## config.mk

```make
export PLATFORM = sky130hd
export DESIGN_NAME = cop_top
export DESIGN_NICKNAME = d
export VERILOG_FILES = /design/src/logic/cop_pkg.sv /design/src/logic/cop_top.sv /design/src/logic/cop_deglitch.sv
export VERILOG_INCLUDE_DIRS = /design/src /design/src/logic
export SDC_FILE = /design/constraint.sdc
export NUM_CORES = 1
export LEC_CHECK = 0
export BUFFER_PORTS_ARGS = -buffer_cell sky130_fd_sc_hd__buf_2
export CORE_ASPECT_RATIO = 1.75
export CORE_MARGIN = 2
export CORE_UTILIZATION = 40
export CTS_BUF_LIST = sky130_fd_sc_hd__clkbuf_4 sky130_fd_sc_hd__clkbuf_8
export DETAILED_ROUTE_END_ITERATION = 8
export PLACE_DENSITY = 0.64
export SLEW_MARGIN = 0
export SYNTH_ARGS = -nofsm -noshare
export SYNTH_HDL_FRONTEND = slang
export SYNTH_SLANG_ARGS = --single-unit
```

## constraint.sdc

```tcl
create_clock -name clk_i -period 3.3 [get_ports clk_i]
set_input_delay 0.165 -clock clk_i [delete_from_list [all_inputs] [get_ports clk_i]]
set_output_delay 0.165 -clock clk_i [all_outputs]
set_load 0.005 [all_outputs]
```

## src/logic/cop_params.svh

```systemverilog
`ifndef COP_PARAMS_SVH
`define COP_PARAMS_SVH

// ----------------------------------------------------------------
// command codes and reset values
// ----------------------------------------------------------------
`define COP_CMD_OPT1      8'h30
`define COP_CMD_OPT2      8'h31
`define COP_OPT1_RST      16'h3300
`define COP_OPT2_RST      16'h00B7

// ----------------------------------------------------------------
// low byte field positions of option one
// ----------------------------------------------------------------
`define COP_B_WAKE        0
`define COP_B_SHIP        1
`define COP_B_PTM         2
`define COP_B_FOFF        3
`define COP_B_DEG_LO      4
`define COP_B_DEG_HI      5
`define COP_B_POL         6
`define COP_B_REF         7

// falling filter codes
`define COP_DEG_5US       2'h0
`define COP_DEG_2MS       2'h1
`define COP_DEG_20MS      2'h2
`define COP_DEG_5S        2'h3

// ----------------------------------------------------------------
// timing, in printed units, and counter widths
// ----------------------------------------------------------------
`define COP_CLK_MHZ       50
`define COP_DEG0_US       5
`define COP_DEG1_US       2000
`define COP_DEG2_US       20000
`define COP_DEG3_US       5000000
`define COP_SHIP_US       140000
`define COP_WAKE_S        1800
`define COP_US_PER_S      1000000
`define COP_DEG_W         28
`define COP_SHIP_W        23
`define COP_WAKE_W        37

`endif

```

## src/logic/cop_pkg.sv

```systemverilog
`default_nettype none

`include "cop_params.svh"

package cop_pkg;

  // ----------------------------------------------------------------
  // host command port
  // ----------------------------------------------------------------
  typedef struct packed {
    logic [7:0]  cmd;
    logic        wr;
    logic        rd;
    logic [15:0] wdata;
  } cop_req_t;

  typedef struct packed {
    logic [15:0] rdata;
    logic        rvalid;
  } cop_rsp_t;

  // ----------------------------------------------------------------
  // state of the falling filter
  // ----------------------------------------------------------------
  typedef struct packed {
    logic [`COP_DEG_W-1:0] cnt;
    logic                  filt;
  } cop_deg_state_t;

  // ----------------------------------------------------------------
  // state of the option control block
  // ----------------------------------------------------------------
  typedef struct packed {
    logic [15:0]            opt1;
    logic [15:0]            opt2;
    logic [1:0]             sy_cmp;
    logic [1:0]             sy_low;
    logic [1:0]             sy_srn;
    logic                   high_impedance_state;
    logic                   rel;
    logic                   chg_ok;
    logic                   comparator_output_pin;
    logic                   pass_through_mode;
    logic [`COP_SHIP_W-1:0] ship_cnt;
    logic                   srn_done;
    logic                   sink;
    logic [`COP_WAKE_W-1:0] wake_cnt;
    logic                   wake_chg;
    cop_rsp_t               rsp;
  } cop_state_t;

endpackage : cop_pkg

`default_nettype wire

```

## src/logic/cop_top.sv

```systemverilog
`default_nettype none

`include "cop_params.svh"

module cop_top #(
  parameter logic [`COP_DEG_W-1:0]  DEG1_CYC =
    `COP_DEG_W'(`COP_DEG1_US * `COP_CLK_MHZ),
  parameter logic [`COP_DEG_W-1:0]  DEG2_CYC =
    `COP_DEG_W'(`COP_DEG2_US * `COP_CLK_MHZ),
  parameter logic [`COP_DEG_W-1:0]  DEG3_CYC =
    `COP_DEG_W'(`COP_DEG3_US * `COP_CLK_MHZ),
  parameter logic [`COP_SHIP_W-1:0] SHIP_CYC =
    `COP_SHIP_W'(`COP_SHIP_US * `COP_CLK_MHZ),
  parameter logic [`COP_WAKE_W-1:0] WAKE_CYC =
    `COP_WAKE_W'(64'(`COP_WAKE_S) * 64'(`COP_US_PER_S) * 64'(`COP_CLK_MHZ))
) (
  input  wire logic              clk_i,
  input  wire logic              rstn_i,
  input  wire logic              en_i,
  input  wire cop_pkg::cop_req_t req_i,
  input  wire logic              cmp_above_i,
  input  wire logic              battery_below_min_i,
  input  wire logic              srn_at_zero_i,
  input  wire logic              charge_current_write_i,
  output var  cop_pkg::cop_rsp_t rsp_o,
  output logic                   comparator_threshold_select_o,
  output logic                   comparator_output_pin_o,
  output logic                   high_impedance_state_o,
  output logic                   charger_good_signal_o,
  output logic                   charge_force_zero_o,
  output logic                   pass_through_mode_o,
  output logic                   ship_discharge_sink_o,
  output logic                   auto_wakeup_charge_o
);

  // ----------------------------------------------------------------
  // constants
  // ----------------------------------------------------------------
  localparam logic [`COP_DEG_W-1:0] DEG0_CYC =
    `COP_DEG_W'(`COP_DEG0_US * `COP_CLK_MHZ);

  localparam logic [`COP_SHIP_W-1:0] SHIP_ONE = `COP_SHIP_W'(1);
  localparam logic [`COP_WAKE_W-1:0] WAKE_ONE = `COP_WAKE_W'(1);

  // reset image: registers at their defaults, pins idle
  localparam cop_pkg::cop_state_t RST_STATE = '{
    opt1:    `COP_OPT1_RST,
    opt2:    `COP_OPT2_RST,
    chg_ok:  1'b1,
    comparator_output_pin:  1'b1,
    default: '0
  };

  // ----------------------------------------------------------------
  // state
  // ----------------------------------------------------------------
  cop_pkg::cop_state_t st_q;
  cop_pkg::cop_state_t st_d;

  logic                  above;
  logic                  batt_low;
  logic                  srn_zero;
  logic                  trip;
  logic                  filt;
  logic [`COP_DEG_W-1:0] deg_limit;
  logic                  wr_opt1;
  logic                  wr_opt2;
  logic                  rel_now;
  logic                  ref_bit;
  logic                  pol_bit;
  logic [1:0]            deg_code;
  logic                  stop_bit;
  logic                  ptm_bit;
  logic                  ship_bit;
  logic                  wake_bit;

  // synchronised pin levels, read only from the second stage
  assign above    = st_q.sy_cmp[1];
  assign batt_low = st_q.sy_low[1];
  assign srn_zero = st_q.sy_srn[1];

  // host write decode
  assign wr_opt1 = req_i.wr && (req_i.cmd == `COP_CMD_OPT1);
  assign wr_opt2 = req_i.wr && (req_i.cmd == `COP_CMD_OPT2);

  // ----------------------------------------------------------------
  // option one low byte fields
  // ----------------------------------------------------------------
  // stored control bits, named once for the logic below
  assign ref_bit  = st_q.opt1[`COP_B_REF];
  assign pol_bit  = st_q.opt1[`COP_B_POL];
  assign deg_code = st_q.opt1[`COP_B_DEG_HI:`COP_B_DEG_LO];
  assign stop_bit = st_q.opt1[`COP_B_FOFF];
  assign ptm_bit  = st_q.opt1[`COP_B_PTM];
  assign ship_bit = st_q.opt1[`COP_B_SHIP];
  assign wake_bit = st_q.opt1[`COP_B_WAKE];

  // ----------------------------------------------------------------
  // comparator path
  // ----------------------------------------------------------------
  // trip sense depends on output polarity
  assign trip = pol_bit ? ~above : above;

  // filter time per code; the comparator runs in every code
  always_comb begin
    case (deg_code)
      `COP_DEG_5US:  deg_limit = DEG0_CYC;
      `COP_DEG_2MS:  deg_limit = DEG1_CYC;
      `COP_DEG_20MS: deg_limit = DEG2_CYC;
      `COP_DEG_5S:   deg_limit = DEG3_CYC;
      default:       deg_limit = DEG0_CYC;
    endcase
  end

  // falling-edge filter of the comparator output
  cop_deglitch u_deg (
    .clk_i   (clk_i),
    .rstn_i  (rstn_i),
    .en_i    (en_i),
    .trip_i  (trip),
    .limit_i (deg_limit),
    .filt_o  (filt)
  );

  // released counts the current cycle as well
  assign rel_now = st_q.rel | ~filt;

  // ----------------------------------------------------------------
  // next state
  // ----------------------------------------------------------------
  always_comb begin
    st_d = st_q;

    // ------------------------------------------------------------
    // pin synchronisers
    // ------------------------------------------------------------
    // two-stage synchronisers for pin inputs
    st_d.sy_cmp = {st_q.sy_cmp[0], cmp_above_i};
    st_d.sy_low = {st_q.sy_low[0], battery_below_min_i};
    st_d.sy_srn = {st_q.sy_srn[0], srn_at_zero_i};

    // ------------------------------------------------------------
    // comparator output pin
    // ------------------------------------------------------------
    // output pin low while filtered trip stands
    st_d.comparator_output_pin = ~filt;

    // ------------------------------------------------------------
    // high impedance latch
    // ------------------------------------------------------------
    // the latch needs the stop bit; without it a trip only moves the pin
    // high impedance latch on trip with stop bit set
    if (stop_bit && filt && !st_q.high_impedance_state) begin
      st_d.high_impedance_state = 1'b1;
      st_d.rel = 1'b0;
    end else if (st_q.high_impedance_state) begin
      st_d.rel = rel_now;
      if (filt) begin
        st_d.rel = 1'b0;
      end
    end

    // ------------------------------------------------------------
    // pass-through request
    // ------------------------------------------------------------
    // pass-through request bit returns to zero by itself
    if (ptm_bit) begin
      st_d.opt1[`COP_B_PTM] = 1'b0;
    end

    // ------------------------------------------------------------
    // ship discharge
    // ------------------------------------------------------------
    // srn_done keeps the sink off so the pin is not pulled below zero
    // ship discharge interval countdown
    if (ship_bit) begin
      if (st_q.ship_cnt <= SHIP_ONE) begin
        st_d.opt1[`COP_B_SHIP] = 1'b0;
        st_d.ship_cnt          = '0;
      end else begin
        st_d.ship_cnt = st_q.ship_cnt - SHIP_ONE;
      end
      if (srn_zero) begin
        st_d.srn_done = 1'b1;
      end
    end

    // ------------------------------------------------------------
    // auto wakeup charge
    // ------------------------------------------------------------
    // auto wakeup charge timing and exits
    if (st_q.wake_chg) begin
      if (st_q.wake_cnt >= WAKE_CYC - WAKE_ONE) begin
        st_d.opt1[`COP_B_WAKE] = 1'b0;
      end else begin
        st_d.wake_cnt = st_q.wake_cnt + WAKE_ONE;
      end
      if (!batt_low) begin
        st_d.opt1[`COP_B_WAKE] = 1'b0;
      end
    end
    if (charge_current_write_i) begin
      st_d.opt1[`COP_B_WAKE] = 1'b0;
    end

    // ------------------------------------------------------------
    // host writes
    // ------------------------------------------------------------
    // a write also restarts the ship interval or stops it at once
    // host writes come last so they win over hardware clears
    if (wr_opt1) begin
      st_d.opt1 = req_i.wdata;
      st_d.pass_through_mode  = req_i.wdata[`COP_B_PTM];
      if (req_i.wdata[`COP_B_SHIP]) begin
        st_d.ship_cnt = SHIP_CYC;
        st_d.srn_done = 1'b0;
      end else begin
        st_d.ship_cnt = '0;
        st_d.srn_done = 1'b0;
      end
      if (req_i.wdata[`COP_B_WAKE] && !wake_bit) begin
        st_d.wake_cnt = '0;
      end
      // exit only once output is back high, then the bit cleared
      if (st_q.high_impedance_state && rel_now && !req_i.wdata[`COP_B_FOFF]) begin
        st_d.high_impedance_state = 1'b0;
        st_d.rel = 1'b0;
      end
    end
    if (wr_opt2) begin
      st_d.opt2 = req_i.wdata;
    end

    // counter restarts whenever the wakeup bit is off
    if (!st_d.opt1[`COP_B_WAKE]) begin
      st_d.wake_cnt = '0;
    end

    // ------------------------------------------------------------
    // derived pin drives
    // ------------------------------------------------------------
    // computed from st_d so pins move in the same edge as the bits
    // derived pin drives
    st_d.chg_ok   = ~st_d.high_impedance_state;
    st_d.sink     = st_d.opt1[`COP_B_SHIP] & ~st_d.srn_done;
    st_d.wake_chg = st_d.opt1[`COP_B_WAKE] & batt_low;

    // ------------------------------------------------------------
    // read answer
    // ------------------------------------------------------------
    // read answer, one cycle after the request
    st_d.rsp.rvalid = req_i.rd;
    st_d.rsp.rdata  = '0;
    if (req_i.rd) begin
      case (req_i.cmd)
        `COP_CMD_OPT1: st_d.rsp.rdata = st_q.opt1;
        `COP_CMD_OPT2: st_d.rsp.rdata = st_q.opt2;
        default:       st_d.rsp.rdata = '0;
      endcase
    end
  end

  // ----------------------------------------------------------------
  // state register
  // ----------------------------------------------------------------
  // defaults at power-on, frozen while enable is low
  always_ff @(posedge clk_i or negedge rstn_i) begin
    if (!rstn_i) begin
      st_q <= RST_STATE;
    end else if (en_i) begin
      st_q <= st_d;
    end
  end

  // ----------------------------------------------------------------
  // outputs
  // ----------------------------------------------------------------
  // all straight from state flops
  assign rsp_o                         = st_q.rsp;
  assign comparator_threshold_select_o = ref_bit;
  assign comparator_output_pin_o       = st_q.comparator_output_pin;
  assign high_impedance_state_o        = st_q.high_impedance_state;
  assign charger_good_signal_o         = st_q.chg_ok;
  assign charge_force_zero_o           = st_q.high_impedance_state;
  assign pass_through_mode_o           = st_q.pass_through_mode;
  assign ship_discharge_sink_o         = st_q.sink;
  assign auto_wakeup_charge_o          = st_q.wake_chg;

endmodule : cop_top

`default_nettype wire

```

## src/logic/cop_deglitch.sv

```systemverilog
`default_nettype none

`include "cop_params.svh"

module cop_deglitch (
  input  wire logic                  clk_i,
  input  wire logic                  rstn_i,
  input  wire logic                  en_i,
  input  wire logic                  trip_i,
  input  wire logic [`COP_DEG_W-1:0] limit_i,
  output logic                       filt_o
);

  cop_pkg::cop_deg_state_t st_q;
  cop_pkg::cop_deg_state_t st_d;

  // trip must hold limit cycles before it shows; release is at once
  always_comb begin
    st_d = st_q;
    if (!trip_i) begin
      st_d.filt = 1'b0;
      st_d.cnt  = '0;
    end else if (!st_q.filt) begin
      if (st_q.cnt >= limit_i - `COP_DEG_W'(1)) begin
        st_d.filt = 1'b1;
      end else begin
        st_d.cnt = st_q.cnt + `COP_DEG_W'(1);
      end
    end
  end

  // state register, frozen while enable is low
  always_ff @(posedge clk_i or negedge rstn_i) begin
    if (!rstn_i) begin
      st_q <= '0;
    end else if (en_i) begin
      st_q <= st_d;
    end
  end

  assign filt_o = st_q.filt;

endmodule : cop_deglitch

`default_nettype wire

```

---- Yosys cells after proc, flatten, opt, wreduce, memory -nomap -nowiden ----
Cells that the tools add are included.
cells by class
  add/subtract/negate cells ............... 4
  $lt $le $gt $ge ......................... 3
  equality and inequality tests ........... 7
  multiplexer cells ....................... 31
  bitwise logic cells ..................... 7
  reductions and logical operators ........ 16
operator list
  cell                                                  count
  2-to-1 mux 37 bit                                     5
  case mux 28 bit (4 select lines)                      1
  2-to-1 mux 24 bit                                     3
  2-to-1 mux 29 bit                                     2
  adder 37 x 1 -> 37 bit, second input constant         1
  >= comparator 37 bit, second input constant           1
  case mux 16 bit (2 select lines)                      1
  adder 28 x 1 -> 28 bit, second input constant         1
  >= comparator 28 bit                                  1
  2-to-1 mux 28 bit                                     1
  subtractor 28 x 1 -> 28 bit, second input constant    1
  <= comparator 23 x 1 -> 1 bit, second input constant  1
  2-to-1 mux 23 bit                                     1
  subtractor 23 x 1 -> 23 bit, second input constant    1
  equality test 8 x 6 -> 1 bit, second input constant   2
  2-to-1 mux 16 bit                                     1
  2-to-1 mux 1 bit                                      13
  logical AND 1 bit                                     7
  AND reduction 2 bit                                   3
  equality test 2 bit, second input constant            2
  2-to-1 mux 2 bit                                      2
  != test 2 bit, second input constant                  2
  inverter 1 bit                                        4
  logical NOT 1 bit                                     3
  7 further kinds                                       8
storage, ports and cells
  flip-flop bits (word level) ............. 152
  input port bits ......................... 33
  output and inout bits ................... 25
  word-level logic and storage cells ...... 88

---- Logic depth before layout (Yosys ltp) ----
Gate-level depths: netlist (run 1).
  word-level depth ........................ 8
  depth in mapped cells ................... 14
  gate-level depth less buffers ........... 12

---- Hierarchy ----
Synthesis (run 1) repeated with hierarchy kept, for this count alone.
second synthesis, totals
  cell total of the unflattened synthesis .. 996
  area, all modules ....................... 9251.4 µm²
modules (own cells, without submodules)
  module        times used  cells an instance  area each (µm²)  seq. area each (µm²)
  cop_top       1           673                6592.6           3093.0
  cop_deglitch  1           323                2658.8           725.7

---- Least setup slack after synthesis (run 1) ----
OpenSTA, ideal clock, no wires.
  path kind ............................... flip-flop to flip-flop
  start point ............................. register st_q (netlist bit deg_code[0])
  end point ............................... register u_deg.st_q[11] (netlist name)
  setup time .............................. 96 ps
  arrival time ............................ 3067 ps
  data required time ...................... 3204 ps
  slack ................................... 138 ps
  stages on the path, launching flop included .. 15
  buffers on the path ..................... 2
  period minus slack after synthesis ...... 3162 ps
  path through ............................ dfrtp_1 > inv_1 > ha_1 > inv_1 > or4_1 > ha_1 > a21oi_1 > o211ai_1 > a211o_1 > a21oi_1 > o21ai_1 > or2_2 > clkbuf_1 > buf_1 > o31ai_1
on the way
  word-level cells in the longest chain between the ends .. 6
  elaborated cells between the ends (all ways) .. 9
  classes of those cells .................. 1 x add/sub; 1 x order compare; 4 x eq/ne; 1 x mux; 2 x reduce/logical
ends and longest elaborated chain
  what                                               RTL line            text
  start, declared                                    cop_top.sv:57       cop_pkg::cop_state_t st_q;
  start signal, assigned                             cop_top.sv:271      st_q <= st_d;
  equality test 2 bit, or another cell as far along  cop_top.sv:106      case (deg_code)
  case mux 28 bit (4 select lines) (*)               cop_top.sv:106
  subtractor 28 x 1 -> 28 bit (*)                    cop_deglitch.sv:24  if (st_q.cnt >= limit_i - `COP_DEG_W'(1)) begin
  >= comparator 28 bit (*)                           cop_deglitch.sv:24
  != test 2 bit (no source line) (*)                 -
  AND reduction 3 bit (no source line) (*)           -
  end signal, assigned                               cop_deglitch.sv:37  st_q <= st_d;
  end, declared                                      cop_deglitch.sv:14  cop_pkg::cop_deg_state_t st_q;
Every way passes the cells marked *; elsewhere a longest branch is shown, timed or not. The select of a mux whose other input is x is not followed.
A chain may end at the register's enable or synchronous reset.

---- Worst setup path after layout (run 1) ----
  start point ............................. register st_q (netlist bit deg_code[0])
  end point ............................... register u_deg.st_q[6] (netlist name)
The elaborated chain is that of the path after synthesis.

==> results of run 1 <==
==> critical path, delay by kind of cell (launching register included) <==
kind	cells	cell delay, ns
compound gates	6	1.06
fa+ha+maj	2	0.38
buf+inv	2	0.19
flops	1	0.39
simple gates	2	0.90
==> final timing paths <==
| path | from | slack, ns | cells after the start | to |
|---|---|---|---|---|
| max reg2reg | deg_code[0]$_DFFE_PN0P_ | 0.27 | 12 | u_deg.st_q[6]$_DFFE_PN0P_ |
| min reg2reg | rsp_o[8]$_DFFE_PN0P_ | 0.49 | 1 | rsp_o[8]$_DFFE_PN0P_ |
| min in group asynchronous | rstn_i | 0.24 | 2 | rsp_o[10]$_DFFE_PN0P_ |
| max in group asynchronous | rstn_i | 2.19 | 3 | st_q[92]$_DFFE_PN1P_ |
| max | deg_code[0]$_DFFE_PN0P_ | 0.27 | 12 | u_deg.st_q[6]$_DFFE_PN0P_ |
| min | req_i[17] | 0.16 | 3 | st_q[92]$_DFFE_PN1P_ |
==> power groups by stage <==
| stage | Sequential (mW) | Combinational [mW] | Clock (mW) |
|---|---|---|---|
| 2_1_floorplan | 2.00 | 0.340 | 0 |
| 3_3_place_gp | 2.02 | 0.493 | 0 |
| 3_5_place_dp | 2.02 | 0.500 | 0 |
| 4_1_cts | 1.98 | 0.522 | 1.55 |
| 5_1_grt | 1.99 | 0.581 | 1.62 |
| 6_report | 1.98 | 0.518 | 1.50 |
==> state kept, by name (all words and copies together) (netlist names) <==
register                       flops
auto_wakeup_charge_o               1
srn_zero                           1
charge_force_zero_o                1
comparator_output_pin_o            1
comparator_threshold_select_o      1
batt_low                           1
rsp_o                             17
st_d                               3
pol_bit                            1
charger_good_signal_o              1
ship_bit                           1
st_q                              88
u_deg.st_q                        28
u_deg.filt_o                       1
pass_through_mode_o                1
ship_discharge_sink_o              1
above                              1
ptm_bit                            1
deg_code                           2
==> kinds of logic (layout without fill, tap and decap cells) <==
group           after synthesis  in the layout
compound gates              285            285
xor+xnor                      2              2
flops                       152            152
simple gates                277            277
buf+inv                      91            158
fa+ha+maj                    37             37
other cells                   1              3
mux                          54             54
==> repair_timing <==
item / CTS / global route
pin swaps: 0 / 0
endpoints found under the setup margin: 1 / 2
endpoints found under the hold margin: 87 / 0
cloned: 0 / 0
gates resized for setup: 1 / 4
hold buffers: 21 / 0
==> per-stage QoR <==
step,cells,hold WS (ns),instance area (sq um),setup WS [ns]
6_report,1260,0.163,9940,0.270
5_1_grt,1260,0.161,9940,0.0603
4_1_cts,1260,0.129,9930,0.111
3_5_place_dp,1207,0.196,9300,-0.0212
3_3_place_gp,1207,0.190,9300,0.0705
2_1_floorplan,901,-0.131,8820,0.138
==> routing by layer <==
| layer | GRT usage (%) | vias up |
|---|---|---|
| met1 | 22.5 | 3566 |
| met2 | 33.7 | 152 |
| li1 | - | 3478 |
| met4 | 9.18 | 0 |
| met3 | 3.24 | 41 |
| met5 | 0 | - |
==> cell type report <==
| type | instances | area share [%] |
|---|---|---|
| well taps | 292 | 3.68 |
| repair buffers | 99 | 6.76 |
| inverters | 27 | 1.02 |
| flip-flops and latches | 152 | 38.4 |
| clock buffers | 23 | 2.87 |
| clock inverters | 9 | 1.28 |
| multi-input cells | 658 | 46.0 |
==> placed cells by master, fill, tap and decap left out, types with 9 or more instances in the layout <==
cell type and count:
dfrtp_1 139, nand2_1 70, o21ai_0 63, buf_2 56, nor2_1 49, nand3_1 42, a21oi_1 37, ha_1 37
mux2_2 36, a31oi_1 35, o31ai_1 28, inv_1 25, o2bb2ai_1 21, dlygate4sd3_1 21, buf_4 20, clkbuf_8 18
mux2i_1 17, a21o_1 17, nand4_1 16, o21ai_1 15, and3_1 14, nor3_1 13, dfstp_2 12, and2_1 10
or3_1 9, nand2b_1 9, o211ai_1 9, nor4_1 9
==> results.py, run 1 <==
metrics = {
    "run_status": {
        "outcome": "completed",
    },
    "synth": {
        "synth_edf_count": 0,
        "yosys.area_share.simple_pct": 17.0,
        "synthFlopType": "dfrtp_1",
        "synth_seq_cells": 152,
        "synthArstFlopShare_pct": 100,
        "synthTopCellsByCount": "dfrtp_1 (140), nand2_1 (70), o21ai_0 (63), nor2_1 (49), nand3_1 (42)",
        "synth_top_family_by_area": "compound AO/OA/AOI/OAI gates",
        "ys_types": 80,
        "synth.most_common_cell": "dfrtp_1",
        "syn_inst": 899,
        "synth.yosys.seq_area_share_pct": 43.3,
        "synthesis.area_sq_um": 8820,
        "syn_avg_cell_area_sq_um": 9.81,
        "yosys.area_share.xor_xnor_pct": 0.199,
        "synth_area_leaders": "dfrtp_1 (40%), ha_1 (5.3%), mux2_2 (4.6%)",
        "netlist.area_leader.share_pct": 39.7,
        "yosys.area.top_type": "dfrtp_1",
        "synth_compound_area_share_pct": 22.4,
        "yosys-mux-area-fraction_pct": 6.68,
        "yosys_warnings": 0,
        "synthAdderAreaFrac_pct": 5.25,
    },
    "floorplan": {
        "std_cell_rows": 71,
        "die_w_um": 116,
        "core-area_sq_um": 21600,
        "die-height_um": 200,
        "initial_core_util_pct": 40.8,
        "die-area_sq_um": 23300,
        "io_pins": 58,
    },
    "route": {
        "vias_per_cell": 5.74,
        "routed.top_layer": "met4",
        "first_pass_iters": 5,
        "num_vias": 7237,
        "route.detailed.drc": 0,
        "antenna_left": 0,
        "routed_wl_mm": 21.1,
        "drt-initial-drc-count": 366,
        "wl_met1_mm": 8.65,
        "wl_per_cell_um": 16.8,
        "routed-wl-met2_mm": 11.1,
        "met3WireLength_um": 668,
    },
    "layout": {
        "n_fill_cell": 2019,
        "drive_gt1_share_pct": 19.8,
        "fin_util_pct": 46.1,
        "area_delta_synth_final_pct": 12.7,
        "insertedDiodeCount": 0,
        "regArea_sq_um": 3820,
        "fin_nets": 1025,
        "multi_input_area_sq_um": 4570,
    },
    "hold_path": {
        "min_path_type": "primary input to register",
    },
    "power_and_ir_drop": {
        "finalPower_mw": 4.00,
        "pwr-share-comb_pct": 12.9,
        "powerDensity_nw_per_um2": 403,
        "pwr-share-clk_pct": 37.6,
        "p_sw_share_pct": 26.7,
        "p_int_mw": 2.93,
        "p_seq_share_pct": 49.5,
        "max-vdd-ir-drop_mv": 0.352,
        "p_sw_mw": 1.07,
        "p_leak_nw": 4.37,
    },
    "place": {
        "port_buffers": 57,
        "routabilityCongestion": 0.849,
        "hpwl_mm": 14.7,
    },
    "critical_path": {
        "worstPathMaxFanout": 27,
        "cp-start-kind": "register",
        "crit_path_end_kind": "register",
        "critPathKind": "register to register",
        "cp.arrival_ns": 3.39,
        "slowest_delay_ns": 0.52,
        "crit_required_ns": 3.66,
        "crit_chain": "inv_2 -> ha_1 -> inv_1 -> or4_1 -> ha_1 -> a21oi_1 -> o211ai_1 -> a211o_1 -> a21oi_1 -> o21ai_1 -> or2_4 -> o41ai_1",
        "slowest_stage": "or4_1",
    },
    "cts": {
        "clk_latency_ns": 0.47,
        "cts_root_buffer": "clkbuf_8",
        "cts.path.max_buffers": 2,
        "clkSinkCount": 152,
        "cts_tree": "built",
        "h-tree-depth": 4,
        "post-cts-setup-buffer-count": 0,
        "numCtsBuffers": 17,
        "clkSlewWorstSetupHoldPaths_ns": 0.08,
    },
    "timing": {
        "final.setup.tns_ns": 0,
        "slew_violations": 0,
        "setup_viol": 0,
        "period_share_pct": 91.8,
        "relSlewSlack_pct": 43.6,
        "fin_crit_ns": 3.03,
        "hold_viol": 0,
        "clock_skew_ns": 0.0106,
        "rsz0062_at_grt": "no",
        "worst_pin_slew_ns": 0.841,
        "max_freq_mhz": 330,
    },
    "global_routing": {
        "grt_max_degree": 64,
        "grt_pass1_wl_mm": 36.3,
        "grt_pass1_vias": 7505,
        "grt_antenna_before_repair": 0,
        "grt_overflow": 0,
        "grt_use_total_pct": 19.3,
    },
    "job": {
        "max_cap_viol_count": 0,
    },
}
No activity file was read; power rests on OpenSTA's default activity.
==> inputs of run 2 (changes only) <==
- REMOVE_ABC_BUFFERS: unset -> 1
==> results.py, run 2 (synthesis results as in run 1) <==
metrics = {
    "run_status": {
        "outcome": "completed",
    },
    "timing": {
        "slew_violations": 0,
        "setup_viol": 0,
        "hold_viol": 0,
        "whs_ns": 0.246,
        "rsz0062_at_grt": "no",
        "max_freq_mhz": 326,
        "clock_skew_ns": 0.0152,
        "fin_crit_ns": 3.07,
        "period_share_pct": 92.9,
        "worst_pin_slew_ns": 1.08,
        "relSlewSlack_pct": 28.3,
    },
    "route": {
        "first_pass_iters": 5,
        "antenna_left": 0,
        "wl_per_cell_um": 17.4,
        "route.detailed.drc": 0,
        "routed_wl_mm": 22.0,
        "drt-initial-drc-count": 440,
        "vias_per_cell": 5.78,
        "num_vias": 7282,
    },
    "global_routing": {
        "grt_pass1_wl_mm": 36.4,
        "grt_max_degree": 80,
        "grt_antenna_before_repair": 0,
        "grt_use_total_pct": 19.7,
        "grt_overflow": 0,
        "grt_pass1_vias": 7259,
    },
    "floorplan": {
        "core-area_sq_um": 21600,
        "io_pins": 58,
        "die-area_sq_um": 23300,
        "initial_core_util_pct": 40.8,
        "die-height_um": 200,
        "std_cell_rows": 71,
        "die_w_um": 116,
    },
    "critical_path": {
        "crit_chain": "inv_1 -> ha_1 -> or4_1 -> ha_1 -> a21oi_1 -> o211ai_1 -> a211o_1 -> a21oi_1 -> o21ai_1 -> or2_4 -> o41ai_1",
        "crit_path_end_kind": "register",
        "slowest_delay_ns": 0.52,
        "cp.arrival_ns": 3.44,
        "crit_required_ns": 3.67,
        "critPathKind": "register to register",
        "worstPathMaxFanout": 27,
        "slowest_stage": "or4_1",
        "cp-start-kind": "register",
    },
    "layout": {
        "largest_reg_flops": 88,
        "fin_util_pct": 46.0,
        "drive_gt1_share_pct": 19.4,
        "layout_commonest_cell": "dfrtp_1",
        "multi_input_area_sq_um": 4560,
        "regArea_sq_um": 3820,
        "layout_common_cells": "dfrtp_1 (140), nand2_1 (70), o21ai_0 (63), buf_2 (56), nor2_1 (49)",
        "insertedDiodeCount": 0,
        "area_delta_synth_final_pct": 12.6,
        "largest_register": "st_q",
        "n_fill_cell": 2085,
        "fin_nets": 1025,
    },
    "cts": {
        "clk_latency_ns": 0.48,
        "h-tree-depth": 4,
        "cts_root_buffer": "clkbuf_8",
        "numCtsBuffers": 17,
        "cts_tree": "built",
        "cts.path.max_buffers": 2,
        "post-cts-setup-buffer-count": 0,
        "clkSlewWorstSetupHoldPaths_ns": 0.10,
        "clkSinkCount": 152,
    },
    "place": {
        "routabilityCongestion": 0.890,
        "hpwl_mm": 15.6,
        "port_buffers": 57,
    },
    "hold_path": {
        "min_path_type": "primary input to async pin",
    },
    "job": {
        "max_cap_viol_count": 0,
    },
    "power_and_ir_drop": {
        "powerDensity_nw_per_um2": 409,
        "max-vdd-ir-drop_mv": 0.271,
        "finalPower_mw": 4.06,
        "p_leak_nw": 4.35,
    },
}
==> run 2: worst paths after layout <==
path / slack (ns) / end / startpoint / depth (start not counted)
max: 0.23 / u_deg.st_q[16]$_DFFE_PN0P_ / deg_code[1]$_DFFE_PN0P_ / 11
min: 0.25 / st_q[67]$_DFFE_PN0P_ / rstn_i / 2
max reg2reg: 0.23 / u_deg.st_q[16]$_DFFE_PN0P_ / deg_code[1]$_DFFE_PN0P_ / 11
min reg2reg: 0.48 / pass_through_mode_o$_DFFE_PN0P_ / pass_through_mode_o$_DFFE_PN0P_ / 2
max in group asynchronous: 2.11 / st_q[95]$_DFFE_PN1P_ / rstn_i / 3
min in group clk_i: 0.27 / batt_low$_DFFE_PN0P_ / en_i / 4
==> run 2: power by group <==
group          internal (mW)  switching, mW  leakage, nW
combinational          0.202          0.320         2.09
clock                  0.727          0.831        0.214
sequential              1.93         0.0522         2.04
==> run 2: through the flow <==
step	instance area [sq um]	TNS, ns	std cells	setup WS (ns)
after floorplan	8470	-4.37	837	-0.188
after global placement	9290	0	1207	0.0952
after detailed placement	9290	0	1207	0.0219
after CTS	9930	0	1260	0.00247
after global routing	9930	0	1260	0.0121
final	9930	0	1260	0.235
==> run 2: area by class of cell <==
type | count | share of cell area, %
clock buffers | 18 | 2.50
inverters | 27 | 1.02
flip-flops and latches | 152 | 38.5
well taps | 292 | 3.68
clock inverters | 14 | 1.80
multi-input cells | 658 | 45.9
repair buffers | 99 | 6.64
==> run 2: worst max-delay path: cells and delay by family (launching register included) <==
family | cells | cell delay, ns
AOI/OAI and AO/OA | 6 | 1.06
adders and majority gates | 2 | 0.44
buffers and inverters | 1 | 0.12
DFF | 1 | 0.46
and+or+nand+nor | 2 | 0.89
==> run 2: per-layer routing <==
metal,up-vias,part of all wire (%),track usage (%)
li1,3491,-,-
met4,0,3.5,9.23
met3,41,2.6,3.36
met1,3620,41,22.7
met2,130,53,34.6
met5,-,0,0
==> run 2: what timing repair did <==
item | CTS | global route
endpoints found under the hold margin | 104 | 0
resized for setup | 0 | 1
hold buffers | 21 | 0
endpoints found under the setup margin | 0 | 24
==> inputs of run 3 (changes only) <==
- RECOVER_POWER: unset -> 25
==> results.py, run 3 (synthesis results as in run 1) <==
metrics = {
    "route": {
        "route.detailed.drc": 0,
        "first_pass_iters": 5,
        "num_vias": 7271,
        "vias_per_cell": 5.77,
        "routed_wl_mm": 22.0,
        "antenna_left": 0,
        "wl_per_cell_um": 17.4,
        "drt-initial-drc-count": 438,
    },
    "timing": {
        "whs_ns": 0.272,
        "max_freq_mhz": 326,
        "hold_viol": 0,
        "setup_viol": 0,
        "period_share_pct": 92.8,
        "clock_skew_ns": 0.0152,
        "setup_ws_ns": 0.237,
        "fin_crit_ns": 3.06,
        "relSlewSlack_pct": -31.3,
        "slew_violations": 80,
        "worst_pin_slew_ns": 1.97,
        "rsz0062_at_grt": "no",
    },
    "hold_path": {
        "min_path_type": "primary input to register",
        "whs_path_depth": 4,
    },
    "power_and_ir_drop": {
        "powerDensity_nw_per_um2": 409,
        "p_leak_nw": 4.34,
        "finalPower_mw": 4.06,
        "max-vdd-ir-drop_mv": 0.271,
    },
    "layout": {
        "drive_gt1_share_pct": 19.3,
        "insertedDiodeCount": 0,
        "n_fill_cell": 2087,
        "fin_area_sq_um": 9920,
        "area_delta_synth_final_pct": 12.5,
        "layout_common_cells": "dfrtp_1 (140), nand2_1 (70), o21ai_0 (63), buf_2 (56), nor2_1 (49)",
        "layout_commonest_cell": "dfrtp_1",
        "fin_util_pct": 46.0,
        "fin_nets": 1025,
        "largest_reg_flops": 88,
        "largest_register": "st_q",
    },
    "critical_path": {
        "crit_required_ns": 3.67,
        "critPathKind": "register to register",
        "cp-start-kind": "register",
        "crit_path_end_kind": "register",
        "r2r.worst_path.cells": 11,
        "cp.arrival_ns": 3.44,
        "worstPathMaxFanout": 27,
    },
    "place": {
        "port_buffers": 57,
        "hpwl_mm": 15.6,
        "placed_cell_area_sq_um": 9290,
        "pre_cts_ws_ns": 0.0219,
        "routabilityCongestion": 0.890,
    },
    "floorplan": {
        "die_w_um": 116,
        "std_cell_rows": 71,
        "die-area_sq_um": 23300,
        "initial_core_util_pct": 40.8,
        "die-height_um": 200,
        "core-area_sq_um": 21600,
        "io_pins": 58,
    },
    "job": {
        "max_cap_viol_count": 1,
    },
    "cts": {
        "clk_latency_ns": 0.48,
        "cts_tree": "built",
        "cts_root_buffer": "clkbuf_8",
        "clkSinkCount": 152,
        "clkSlewWorstSetupHoldPaths_ns": 0.10,
        "numCtsBuffers": 17,
        "post-cts-setup-buffer-count": 0,
        "h-tree-depth": 4,
        "cts.path.max_buffers": 2,
    },
    "global_routing": {
        "grt_overflow": 0,
        "grt_max_degree": 80,
        "grt_use_total_pct": 19.7,
        "top_usage_layer": "met2",
        "use_met1_pct": 22.7,
        "grt_util_met2_pct": 34.6,
        "grt_pass1_wl_mm": 36.4,
        "grt_antenna_before_repair": 0,
        "grt_use_met3_pct": 3.36,
        "grt_pass1_vias": 7259,
    },
    "run_status": {
        "violations": "capacitance limit, slew limit",
        "outcome": "finished with violations",
    },
}
run 3: per-layer routing:
layer / vias up / part of all wire [%]
li1: 3490 / -
met1: 3601 / 41
met2: 140 / 53
met3: 40 / 2.7
met4: 0 / 3.5
met5: - / 0
run 3: where the power goes:
group          internal, mW  switching (mW)  total [mW]
clock network         0.727           0.831        1.56
logic                 0.201           0.320       0.521
registers              1.93          0.0523        1.98
run 3: final timing paths:
kind | from | endpoint | slack [ns]
worst min-delay path | en_i | batt_low$_DFFE_PN0P_ | 0.27
worst min register to register | pass_through_mode_o$_DFFE_PN0P_ | pass_through_mode_o$_DFFE_PN0P_ | 0.48
max in group asynchronous | rstn_i | st_q[95]$_DFFE_PN1P_ | 1.20
min in group asynchronous | rstn_i | st_q[67]$_DFFE_PN0P_ | 0.73
worst max-delay path | deg_code[1]$_DFFE_PN0P_ | u_deg.st_q[16]$_DFFE_PN0P_ | 0.24
worst max register to register | deg_code[1]$_DFFE_PN0P_ | u_deg.st_q[16]$_DFFE_PN0P_ | 0.24
run 3: worst max-delay path, stage by stage, from the launching register on:
cell and delay [ns]:
dfrtp_1 0.46, inv_1 0.12, ha_1 0.25, or4_1 0.52, ha_1 0.19, a21oi_1 0.14
o211ai_1 0.09, a211o_1 0.26, a21oi_1 0.13, o21ai_1 0.10, or2_4 0.37, o41ai_1 0.34
run 3: metrics by stage:
| step | setup TNS (ns) | cells |
|---|---|---|
| CTS | 0 | 1260 |
| detailed placement | 0 | 1207 |
| floorplan | -4.37 | 837 |
| finish | 0 | 1260 |
| global route | 0 | 1260 |
| global placement | 0 | 1207 |
run 3: timing repair:
item / 4_1_cts / 5_1_grt
endpoints found under the setup margin: 0 / 24
gates resized for setup: 0 / 1
hold buffers: 21 / 0
hold endpoints to repair: 104 / 0
run 3: final cells by class:
type | count | area, sq um | area share, %
clock inverters | 14 | 179 | 1.80
clock buffers | 18 | 248 | 2.50
flip-flops and latches | 152 | 3820 | 38.5
multi-input cells | 658 | 4560 | 45.9
well taps | 292 | 365 | 3.68
inverters | 27 | 101 | 1.02
repair buffers | 99 | 653 | 6.58
